==> src/verilog/lsd_pkg.sv <==
// constants and types shared by the led sink control logic
package lsd_pkg;

  // shift register, latches and channel count
  localparam int SR_W  = 8;
  localparam int CFG_W = 8;
  localparam int CH_N  = 8;

  // two-entry buffer on the gain code update path
  localparam int BUF_DEPTH = 2;
  localparam int BUF_PTR_W = 1;
  localparam int BUF_CNT_W = 2;

  // reset values
  localparam logic [SR_W-1:0]  SR_RST    = 8'h00;
  localparam logic [SR_W-1:0]  OUT_RST   = 8'h00;
  localparam logic [CFG_W-1:0] CFG_RST   = 8'hff;
  localparam logic [1:0]       EN_H_RST  = 2'h3;
  localparam logic [CH_N-1:0]  SINK_RST  = 8'h00;
  localparam logic             LVL_RST   = 1'b0;

  // enable pin samples (oldest first) that form the trigger:
  // high, low for exactly one serial clock, high again
  localparam logic [2:0] TRIG_PATTERN = 3'h5;

  typedef enum logic [1:0] {
    PH_NORMAL = 2'b00,
    PH_SWITCH = 2'b01,
    PH_ADJUST = 2'b10
  } lsd_phase_t;

endpackage

==> src/verilog/lsd_buf2.sv <==
// two-entry valid/ready buffer
`timescale 1ns/1ps
module lsd_buf2 #(
  parameter int WIDTH = 8
) (
  input  wire logic             clk_sys_i,
  input  wire logic             rstn_i,
  input  wire logic             in_valid_i,
  output logic                  in_ready_o,
  input  wire logic [WIDTH-1:0] in_data_i,
  output logic                  out_valid_o,
  input  wire logic             out_ready_i,
  output logic      [WIDTH-1:0] out_data_o
);
  import lsd_pkg::*;

  logic [WIDTH-1:0]     mem      [BUF_DEPTH];
  logic [WIDTH-1:0]     next_mem [BUF_DEPTH];
  logic [BUF_PTR_W-1:0] wr_ptr;
  logic [BUF_PTR_W-1:0] next_wr_ptr;
  logic [BUF_PTR_W-1:0] rd_ptr;
  logic [BUF_PTR_W-1:0] next_rd_ptr;
  logic [BUF_CNT_W-1:0] count;
  logic [BUF_CNT_W-1:0] next_count;
  logic                 do_push;
  logic                 do_pop;

  // honest flags straight from the fill count
  assign in_ready_o  = (count != BUF_CNT_W'(BUF_DEPTH));
  assign out_valid_o = (count != '0);
  assign out_data_o  = mem[rd_ptr];

  always_comb begin
    do_push     = in_valid_i && in_ready_o;
    do_pop      = out_valid_o && out_ready_i;
    next_mem    = mem;
    next_wr_ptr = wr_ptr;
    next_rd_ptr = rd_ptr;
    next_count  = count;
    if (do_push) begin
      next_mem[wr_ptr] = in_data_i;
      next_wr_ptr      = wr_ptr + 1'b1;
    end
    if (do_pop) begin
      next_rd_ptr = rd_ptr + 1'b1;
    end
    if (do_push && !do_pop) begin
      next_count = count + 1'b1;
    end else if (do_pop && !do_push) begin
      next_count = count - 1'b1;
    end
  end

  always_ff @(posedge clk_sys_i) begin
    if (!rstn_i) begin
      wr_ptr <= '0;
      rd_ptr <= '0;
      count  <= '0;
    end else begin
      wr_ptr <= next_wr_ptr;
      rd_ptr <= next_rd_ptr;
      count  <= next_count;
    end
  end

  // storage needs no reset; empty flag guards it
  always_ff @(posedge clk_sys_i) begin
    mem <= next_mem;
  end

endmodule

==> src/verilog/lsd_ctrl.sv <==
// led sink driver control: shift chain, latches, phases
//
// Overview of operation
// - shift in serial bit on clock rise
// - normal mode: latch follows while strobe high
// - latched one sinks when enable is low
// - switching phase strobe never moves data
// - strobe high picks adjust, low picks normal
// - adjust mode strobe loads configuration latch
// - enable low drives sinks, high blanks all
// - one-clock enable pulse enters switching phase
// - trigger seen in every phase
// - last stage drives cascade output
// - eight channels, own bit, shared enable
// - eight-bit configuration code, 256 gain steps
`timescale 1ns/1ps
module lsd_ctrl (
  input  wire logic                      clk_sys_i,
  input  wire logic                      rstn_i,
  input  wire logic                      serial_clk_i,
  input  wire logic                      serial_in_i,
  input  wire logic                      shared_strobe_pin_i,
  input  wire logic                      shared_enable_pin_n_i,
  output logic      [lsd_pkg::CH_N-1:0]  sink_channels_o,
  output logic                           serial_out_cascade_o,
  output logic      [lsd_pkg::CFG_W-1:0] gain_code_o,
  output lsd_pkg::lsd_phase_t            phase_o,
  output logic                           gain_upd_accept_o,
  output logic                           gain_upd_valid_o,
  input  wire logic                      gain_upd_ready_i,
  output logic      [lsd_pkg::CFG_W-1:0] gain_upd_data_o
);
  import lsd_pkg::*;

  // serial clock edge finder
  logic             clk_q;
  logic             next_clk_q;
  logic             clk_rise;

  // data path state
  logic [SR_W-1:0]  shreg;
  logic [SR_W-1:0]  next_shreg;
  logic [SR_W-1:0]  out_latch;
  logic [SR_W-1:0]  next_out_latch;
  logic [CFG_W-1:0] cfg_latch;
  logic [CFG_W-1:0] next_cfg_latch;
  logic [CH_N-1:0]  sink;
  logic [CH_N-1:0]  next_sink;

  // phase control state
  lsd_phase_t       phase;
  lsd_phase_t       next_phase;
  logic [1:0]       en_hist;
  logic [1:0]       next_en_hist;
  logic             strobe_q;
  logic             next_strobe_q;
  logic             trig_hit;

  // configuration update stream into the buffer
  logic             push_valid;
  logic             push_ready;

  //--------------------------------------------------------------
  // serial clock edge
  //--------------------------------------------------------------
  // pins are synchronous to clk_sys_i, so a plain delayed copy
  // is enough to find the rising edge of the serial clock
  always_comb begin
    next_clk_q = serial_clk_i;
    clk_rise   = serial_clk_i && !clk_q;
  end

  always_ff @(posedge clk_sys_i) begin
    if (!rstn_i) begin
      clk_q <= LVL_RST;
    end else begin
      clk_q <= next_clk_q;
    end
  end

  //--------------------------------------------------------------
  // shift register and cascade output
  //--------------------------------------------------------------
  // shift on rise
  for (genvar b = 0; b < SR_W; b++) begin : g_shift
    logic stage_src;
    if (b == 0) begin : g_head
      assign stage_src = serial_in_i;
    end else begin : g_body
      assign stage_src = shreg[b-1];
    end
    always_comb begin
      next_shreg[b] = clk_rise ? stage_src : shreg[b];
    end
  end

  always_ff @(posedge clk_sys_i) begin
    if (!rstn_i) begin
      shreg <= SR_RST;
    end else begin
      shreg <= next_shreg;
    end
  end

  assign serial_out_cascade_o = shreg[SR_W-1];

  //--------------------------------------------------------------
  // trigger detection on the shared enable pin
  //--------------------------------------------------------------
  // only the levels seen at serial clock rises count, so a glitch
  // between rises can never start a mode switch
  always_comb begin
    next_en_hist = en_hist;
    if (clk_rise) begin
      next_en_hist = {en_hist[0], shared_enable_pin_n_i};
    end
    trig_hit = clk_rise &&
               ({en_hist, shared_enable_pin_n_i} == TRIG_PATTERN);
  end

  always_ff @(posedge clk_sys_i) begin
    if (!rstn_i) begin
      en_hist <= EN_H_RST;
    end else begin
      en_hist <= next_en_hist;
    end
  end

  //--------------------------------------------------------------
  // phase sequencing
  //--------------------------------------------------------------
  always_comb begin
    next_phase = phase;
    unique case (phase)
      PH_NORMAL: begin
        next_phase = PH_NORMAL;
      end
      PH_ADJUST: begin
        next_phase = PH_ADJUST;
      end
      PH_SWITCH: begin
        if (clk_rise) begin
          if (shared_strobe_pin_i) begin
            next_phase = PH_ADJUST;
          end else begin
            next_phase = PH_NORMAL;
          end
        end
      end
      default: begin
        next_phase = PH_NORMAL;
      end
    endcase
    if (trig_hit) begin
      next_phase = PH_SWITCH;
    end
  end

  always_ff @(posedge clk_sys_i) begin
    if (!rstn_i) begin
      phase <= PH_NORMAL;
    end else begin
      phase <= next_phase;
    end
  end

  assign phase_o = phase;

  //--------------------------------------------------------------
  // output latch and configuration latch
  //--------------------------------------------------------------
  // each latch is transparent while the strobe is high in its own mode (output
  // latch in normal, configuration latch in adjust) and holds from the cycle the
  // strobe is seen low; data keeps shifting under an open latch, exactly as a
  // level latch would pass it through
  always_comb begin
    next_out_latch = out_latch;
    unique case (phase)
      PH_NORMAL: begin
        if (shared_strobe_pin_i) begin
          next_out_latch = shreg;
        end
      end
      PH_ADJUST: begin
        next_out_latch = out_latch;
      end
      PH_SWITCH: begin
        next_out_latch = out_latch;
      end
      default: begin
        next_out_latch = out_latch;
      end
    endcase
  end

  always_ff @(posedge clk_sys_i) begin
    if (!rstn_i) begin
      out_latch <= OUT_RST;
    end else begin
      out_latch <= next_out_latch;
    end
  end

  always_comb begin
    next_cfg_latch = cfg_latch;
    unique case (phase)
      PH_NORMAL: begin
        next_cfg_latch = cfg_latch;
      end
      PH_ADJUST: begin
        if (shared_strobe_pin_i) begin
          next_cfg_latch = shreg;
        end
      end
      PH_SWITCH: begin
        next_cfg_latch = cfg_latch;
      end
      default: begin
        next_cfg_latch = cfg_latch;
      end
    endcase
  end

  always_ff @(posedge clk_sys_i) begin
    if (!rstn_i) begin
      cfg_latch <= CFG_RST;
    end else begin
      cfg_latch <= next_cfg_latch;
    end
  end

  // only a strobe seen high in adjust mode can close a code pulse;
  // the mode pick level still high as adjust starts is no pulse
  always_comb begin
    next_strobe_q = shared_strobe_pin_i && (phase == PH_ADJUST);
  end

  always_ff @(posedge clk_sys_i) begin
    if (!rstn_i) begin
      strobe_q <= LVL_RST;
    end else begin
      strobe_q <= next_strobe_q;
    end
  end

  assign gain_code_o = cfg_latch;

  //--------------------------------------------------------------
  // sink channel gating
  //--------------------------------------------------------------
  // registered so the sink pins never glitch on a latch update
  for (genvar ch = 0; ch < CH_N; ch++) begin : g_sink
    always_comb begin
      next_sink[ch] = out_latch[ch] && !shared_enable_pin_n_i;
    end
  end

  always_ff @(posedge clk_sys_i) begin
    if (!rstn_i) begin
      sink <= SINK_RST;
    end else begin
      sink <= next_sink;
    end
  end

  assign sink_channels_o = sink;

  //--------------------------------------------------------------
  // gain code update stream
  //--------------------------------------------------------------
  // each strobe pulse closing in adjust mode hands the new code to
  // the regulator side; the buffer absorbs two codes of stall, and
  // a third code during a longer stall is refused (accept low)
  always_comb begin
    push_valid = (phase == PH_ADJUST) && strobe_q &&
                 !shared_strobe_pin_i;
  end

  lsd_buf2 #(
    .WIDTH (CFG_W)
  ) u_gain_buf (
    .clk_sys_i   (clk_sys_i),
    .rstn_i      (rstn_i),
    .in_valid_i  (push_valid),
    .in_ready_o  (push_ready),
    .in_data_i   (cfg_latch),
    .out_valid_o (gain_upd_valid_o),
    .out_ready_i (gain_upd_ready_i),
    .out_data_o  (gain_upd_data_o)
  );

  assign gain_upd_accept_o = push_ready;

endmodule

==> config.mk <==
export PLATFORM = sky130hd
export DESIGN_NAME = lsd_ctrl
export DESIGN_NICKNAME = d
export VERILOG_FILES = /design/src/verilog/lsd_pkg.sv /design/src/verilog/lsd_buf2.sv /design/src/verilog/lsd_ctrl.sv
export SDC_FILE = /design/constraint.sdc
export NUM_CORES = 1
export LEC_CHECK = 0
export BUFFER_PORTS_ARGS = -buffer_cell sky130_fd_sc_hd__buf_2
export CORE_ASPECT_RATIO = 0.5
export CORE_UTILIZATION = 59
export CTS_CLUSTER_DIAMETER = 30
export DETAILED_ROUTE_END_ITERATION = 7
export MAX_ROUTING_LAYER = met4
export PLACE_DENSITY = 0.8
export SYNTH_ARGS = -nofsm -noshare
export SYNTH_HDL_FRONTEND = slang
export SYNTH_HIERARCHICAL = 1
export SYNTH_SLANG_ARGS = --single-unit
==> constraint.sdc <==
create_clock -name clk_sys_i -period 2.7 [get_ports clk_sys_i]
set_input_delay 0.135 -clock clk_sys_i [delete_from_list [all_inputs] [get_ports clk_sys_i]]
set_output_delay 0.135 -clock clk_sys_i [all_outputs]
set_load 0.1 [all_outputs]
==> results.toml, run 1 <==
[outcome]
outcome = "completed"

[sta]
finalHoldViolations = 0
min_period_over_period = 0.706
fmax_ghz = 0.524
rsz_0062_raised_after_global_routing = "false"
final_setup_violation_count = 0
totalNegativeSetupSlack_ns = 0
max-slew-margin-rel = 0.636
fin_worst_hold_slack_ns = 0.0505
layout_setup_ws_ns = 0.793
worst-slew-pin-transition_ns = 0.547
finalWorstPathRequiredPeriod_ns = 1.91
clock_skew_ns = 0.00640
count_of_pins_over_their_slew_limit = 0

[pwr]
peakVddDrop_uv = 483
p_comb_frac = 0.024
seq_power_share = 0.501
post-layout-total-power_mw = 1.79
power_report.internal_total_mw = 1.43
power.switching_mw = 0.368
switching_share = 0.205
p_clk_frac = 0.475
leakagePower_nw = 1.06
power.density_cell_area_mw_per_mm2 = 692

[floorplanning]
std_cell_rows = 15
die_area_mm2 = 0.00397
core_area_mm2 = 0.00349
ioPinCount = 36
dieHeight_um = 45.1
floorplan.initialDensity = 0.627
die_x_um = 88.1

[final_layout]
n_antenna_cell = 0
area_growth_syn_to_layout_pct = 18.4
final_layout_size_suffix_gt1_frac = 0.254
final_area_mm2 = 0.00259
finish.net_count = 250

[cts]
cts_tree = "built"
cts_root_buf = "clkbuf_8"
cts_post_setup_buffers_inserted = 0
clk_pin_slew_ns = 0.06
clock_path_buffers = 2
cts_inserted_buffers = 9
post_cts_hold_buffers = 0
clkLatencyLatePin_ns = 0.33
htreeDepth = 3
cts_num_sinks = 58
post_cts.resized_instances = 0

[grt]
globalRouteOverflowTotal = 0
grt_start_max_net_pins = 36
grt_first_pass_wirelength_um = 5980
number_of_antenna_violations_at_the_first_check_in_global_routing = 0
vias_in_the_first_global_route = 1347
grt.total_usage = 0.224

[synthesis]
netlist-cell-type-count = 29
synth_ff_type = "dfxtp_1"
synthesis.nets = 213
synthDominantAreaCellType = "dfxtp_1"
synth.avg_cell_area_um2 = 10.8
synthesis.area_mm2 = 0.00219
proportion_of_netlist_area_held_by_the_largest_area_contributor = 0.384
synth.most_common_cell = "nand2_1"
count_of_mapped_cells_out_of_synthesis = 202
ys_seq_area_frac = 0.604
ys_warn_count = 6
postSynth.asyncResetShare = 0
synth-edff-count = 16
ffs_latches_synth = 58
largest_cells_by_area_after_synthesis = "dfxtp_1, edfxtp_1, nand2_1"
post_synth_most_frequent_cells = "nand2_1, dfxtp_1, nand3_1, edfxtp_1, and2_1"

[hold_path]
hold_path.class = "in2reg"
source_of_the_worst_hold_timing_path = "serial_in_i"
hold_depth = 3
worst_hold_path.endpoint = "shreg[0]"

[place]
detailed_place_hpwl_um = 2540
buffer_ports.inserted = 35
gp_routability_congestion = 0.777
dpl_worst_slack_ns = 0.817
placedInstanceArea_mm2 = 0.00237

[routing]
avgRoutedWirePerCell_um = 12.7
dr.pass1.iters = 4
detail_route.vias_per_cell = 5.09
route.vias.total = 1502
ant_nets = 0
drtIter0Drc = 84
drc = 0
route.final.wire_length_um = 3750

[critical_path]
rr_worst_depth = 8
start_kind = "flip-flop"
critical_path.reg2reg.startpoint = "phase_o[0]"
cp_data_arrival_time_ns = 2.17
cp-end-kind = "flip-flop"
timing.rr.end = "u_gain_buf/count[1]"
crit_path_max_fanout = 5
setup_crit_path_kind = "reg2reg"
timing.reg2reg.setup_slack_ns = 0.79
worstPathRequired_ns = 2.96

[flow_run]
cap_violations = 0
==> worst max-delay path, stage by stage, from the launching register on <==
cell and delay (ns):
dfxtp_1 0.33, inv_1 0.08, ha_1 0.22, nand2_1 0.06, nor2_1 0.22, and2_1 0.17
ha_1 0.25, or3_1 0.36, a21boi_1 0.14
==> stage by stage <==
stage | utilization | std cells
after floorplan | - | 202
after global placement | 0.680 | 279
after detailed placement | 0.680 | 279
after CTS | 0.742 | 295
after global routing | 0.742 | 295
final | 0.742 | 295
==> cells in the final DEF, fill, tap and decap left out, types with 8 or more instances in the layout <==
| cell | synthesis | final |
|---|---|---|
| nand2_1 | 47 | 47 |
| dfxtp_1 | 42 | 42 |
| buf_2 | 4 | 35 |
| nand3_1 | 19 | 19 |
| edfxtp_1 | 16 | 16 |
| and2_1 | 13 | 13 |
| a21boi_0 | 10 | 10 |
| a21boi_1 | 9 | 9 |
| clkbuf_8 | 0 | 9 |
| mux2_2 | 8 | 8 |
==> state kept, by name (all words and copies together) (netlist names) <==
name and cells:
clk_q 1, en_hist 2, gain_code_o 8, out_latch 8, phase_o 2, shreg 8, sink_channels_o 8, strobe_q 1
u_gain_buf/count 2, u_gain_buf/mem 16, u_gain_buf/rd_ptr 1, u_gain_buf/wr_ptr 1
==> worst max path at each step <==
stage                     cells past startpoint                   to  startpoint  slack (ns)
after floorplan                               8  u_gain_buf/count[1]  phase_o[0]        0.21
after detailed placement                      8  u_gain_buf/count[1]  phase_o[0]        0.82
after global placement                        8  u_gain_buf/count[1]  phase_o[0]        0.88
after CTS                                     8  u_gain_buf/count[1]  phase_o[0]        0.80
final                                         8  u_gain_buf/count[1]  phase_o[0]        0.79
after global routing                          8  u_gain_buf/count[1]  phase_o[0]        0.66
==> power by group through the flow <==
stage	clock, mW	sequential (mW)	combinational [mW]
floorplan	0	0.919	0.0300
global placement	0	0.917	0.0415
detailed placement	0	0.917	0.0428
CTS	0.866	0.898	0.0430
global route	0.906	0.898	0.0484
finish	0.851	0.898	0.0433
==> layout make-up <==
class | instances | area, um^2
tap | 51 | 63.8
fill | 267 | 900
timing repair buffer | 35 | 175
multi-input combinational | 131 | 798
clock inverter | 7 | 93.8
inverter | 4 | 15.0
sequential | 58 | 1320
clock buffer | 9 | 124
==> per-layer routing <==
layer,global-route usage,part of all wire
met3,0.112,0.055
met1,0.254,0.49
met4,0.0677,0.010
met5,-,0
met2,0.355,0.45
==> logic make-up after synthesis <==
kind of cell | after synthesis | share of synthesized area
muxes | 8 | 0.0412
DFF | 58 | 0.604
and+or+nand+nor | 91 | 0.204
adders and majority gates | 4 | 0.0229
buffers and inverters | 13 | 0.0314
AOI/OAI and AO/OA | 25 | 0.0846
xor gates and xnor gates | 3 | 0.0120
(Power assumes the default switching activity.)
==> run 2: changes to the inputs <==
CORE_UTILIZATION = 55   (was 59)
PLACE_DENSITY = 0.75   (was 0.8)
clock period = 1.96 ns   (was 2.7 ns; I/O delays follow)
==> results.toml, run 2 (synthesis results as in run 1) <==
[cts]
cts_num_sinks = 58
clk_pin_slew_ns = 0.06
htreeDepth = 3
cts_inserted_buffers = 9
cts_tree = "built"
clock_path_buffers = 2
cts_root_buf = "clkbuf_8"
clkLatencyLatePin_ns = 0.33

[routing]
detail_route.vias_per_cell = 5.11
avgRoutedWirePerCell_um = 13.1
dr.pass1.iters = 4
ant_nets = 0
drtIter0Drc = 62
drc = 0
route.vias.total = 1522
route.final.wire_length_um = 3890

[sta]
min_period_over_period = 0.918
finalWorstPathRequiredPeriod_ns = 1.80
clock_skew_ns = 0.00722
count_of_pins_over_their_slew_limit = 0
finalHoldViolations = 0
rsz_0062_raised_after_global_routing = "false"
max-slew-margin-rel = 0.663
totalNegativeSetupSlack_ns = 0
fmax_ghz = 0.556
layout_setup_ws_ns = 0.161
worst-slew-pin-transition_ns = 0.506
final_setup_violation_count = 0

[pwr]
power.density_cell_area_mw_per_mm2 = 932
seq_power_share = 0.504
leakagePower_nw = 1.07
p_clk_frac = 0.470
switching_share = 0.198
power_report.internal_total_mw = 1.97
p_comb_frac = 0.026
power.switching_mw = 0.486
peakVddDrop_uv = 535

[floorplanning]
floorplan.initialDensity = 0.604
std_cell_rows = 15
core_area_mm2 = 0.00362
die_x_um = 91.2
ioPinCount = 36
die_area_mm2 = 0.00425
dieHeight_um = 46.6

[place]
gp_routability_congestion = 0.738
dpl_worst_slack_ns = 0.125
buffer_ports.inserted = 35
detailed_place_hpwl_um = 2700

[grt]
grt_first_pass_wirelength_um = 6530
globalRouteOverflowTotal = 0
number_of_antenna_violations_at_the_first_check_in_global_routing = 0
grt_start_max_net_pins = 36
grt.total_usage = 0.223
vias_in_the_first_global_route = 1407

[critical_path]
start_kind = "flip-flop"
crit_path_max_fanout = 5
cp_data_arrival_time_ns = 2.06
worstPathRequired_ns = 2.22
cp-end-kind = "flip-flop"
setup_crit_path_kind = "reg2reg"

[final_layout]
area_growth_syn_to_layout_pct = 20.2
largest_register_ffs = 16
most_common_cell_after_layout_fill_and_taps_aside = "nand2_1"
final_layout_size_suffix_gt1_frac = 0.271
n_antenna_cell = 0
max_flop_register = "u_gain_buf/mem"
finish.net_count = 253
layout.cells.most_common_list = "nand2_1, dfxtp_1, buf_2"

[flow_run]
cap_violations = 0

[hold_path]
hold_path.class = "in2reg"

[outcome]
outcome = "completed"
[run 2: cell types whose count changed in the layout (fill, tap and decap cells not counted), sizes merged]
cell         delta
buf             +2
clkbuf          +2
clkinv          -1
clkinvlp        -1
dlygate4sd3     +1
[run 2: layout make-up]
cell class / instances / area, um^2
Clock buffer: 11 / 131
Inverter: 4 / 15.0
Clock inverter: 5 / 78.8
Sequential cell: 58 / 1330
Fill cell: 273 / 991
Timing Repair Buffer: 38 / 200
Tap cell: 51 / 63.8
Multi-Input combinational cell: 131 / 813
[run 2: per-layer routing]
| metal | global-route usage | routed length (um) | vias to the layer above |
|---|---|---|---|
| met4 | 0.0667 | 30 | 0 |
| met3 | 0.106 | 242 | 3 |
| met5 | - | 0 | - |
| met1 | 0.255 | 1840 | 715 |
| met2 | 0.361 | 1780 | 42 |
| li1 | - | - | 762 |
[run 2: worst paths after layout]
| check | end | startpoint | slack [ns] | depth (start not counted) |
|---|---|---|---|---|
| hold reg to reg | sink_channels_o[0] | out_latch[0] | 0.45 | 1 |
| hold / removal | en_hist[0] | shared_enable_pin_n_i | 0.01 | 3 |
| setup reg to reg | u_gain_buf/count[1] | phase_o[0] | 0.16 | 8 |
| setup / recovery | u_gain_buf/count[1] | phase_o[0] | 0.16 | 8 |
[run 2: critical path: stages (launching register included)]
cell      delay (ns)
dfxtp_4         0.35
inv_1           0.12
ha_4            0.17
nand2_1         0.06
nor2_2          0.10
and2_1          0.15
ha_1            0.27
or3_1           0.36
a21boi_1        0.15
[run 2: metrics by stage]
stage                     std cells  cell area, um^2  power [mW]  utilization  hold slack (ns)
after global placement          281             2400        1.32        0.662            0.338
after floorplan                 202             2200        1.31            -            0.220
after detailed placement        281             2400        1.32        0.662            0.357
after CTS                       298             2620        2.47        0.723          0.00712
final                           298             2630        2.45        0.726           0.0138
after global routing            298             2630        2.53        0.726          0.00901
[run 2: repair_timing]
item	CTS	global route
setup buffers	0	0
hold endpoints to repair	1	0
resized for setup	0	2
hold buffers	1	0
setup endpoints to repair	0	1
[run 2: power by group through the flow]
stage / combinational [mW] / clock (mW) / sequential (mW)
3_3_place_gp: 0.0594 / 0 / 1.26
5_1_grt: 0.0699 / 1.23 / 1.24
2_1_floorplan: 0.0413 / 0 / 1.26
4_1_cts: 0.0627 / 1.17 / 1.24
3_5_place_dp: 0.0607 / 0 / 1.26
6_report: 0.0629 / 1.15 / 1.24
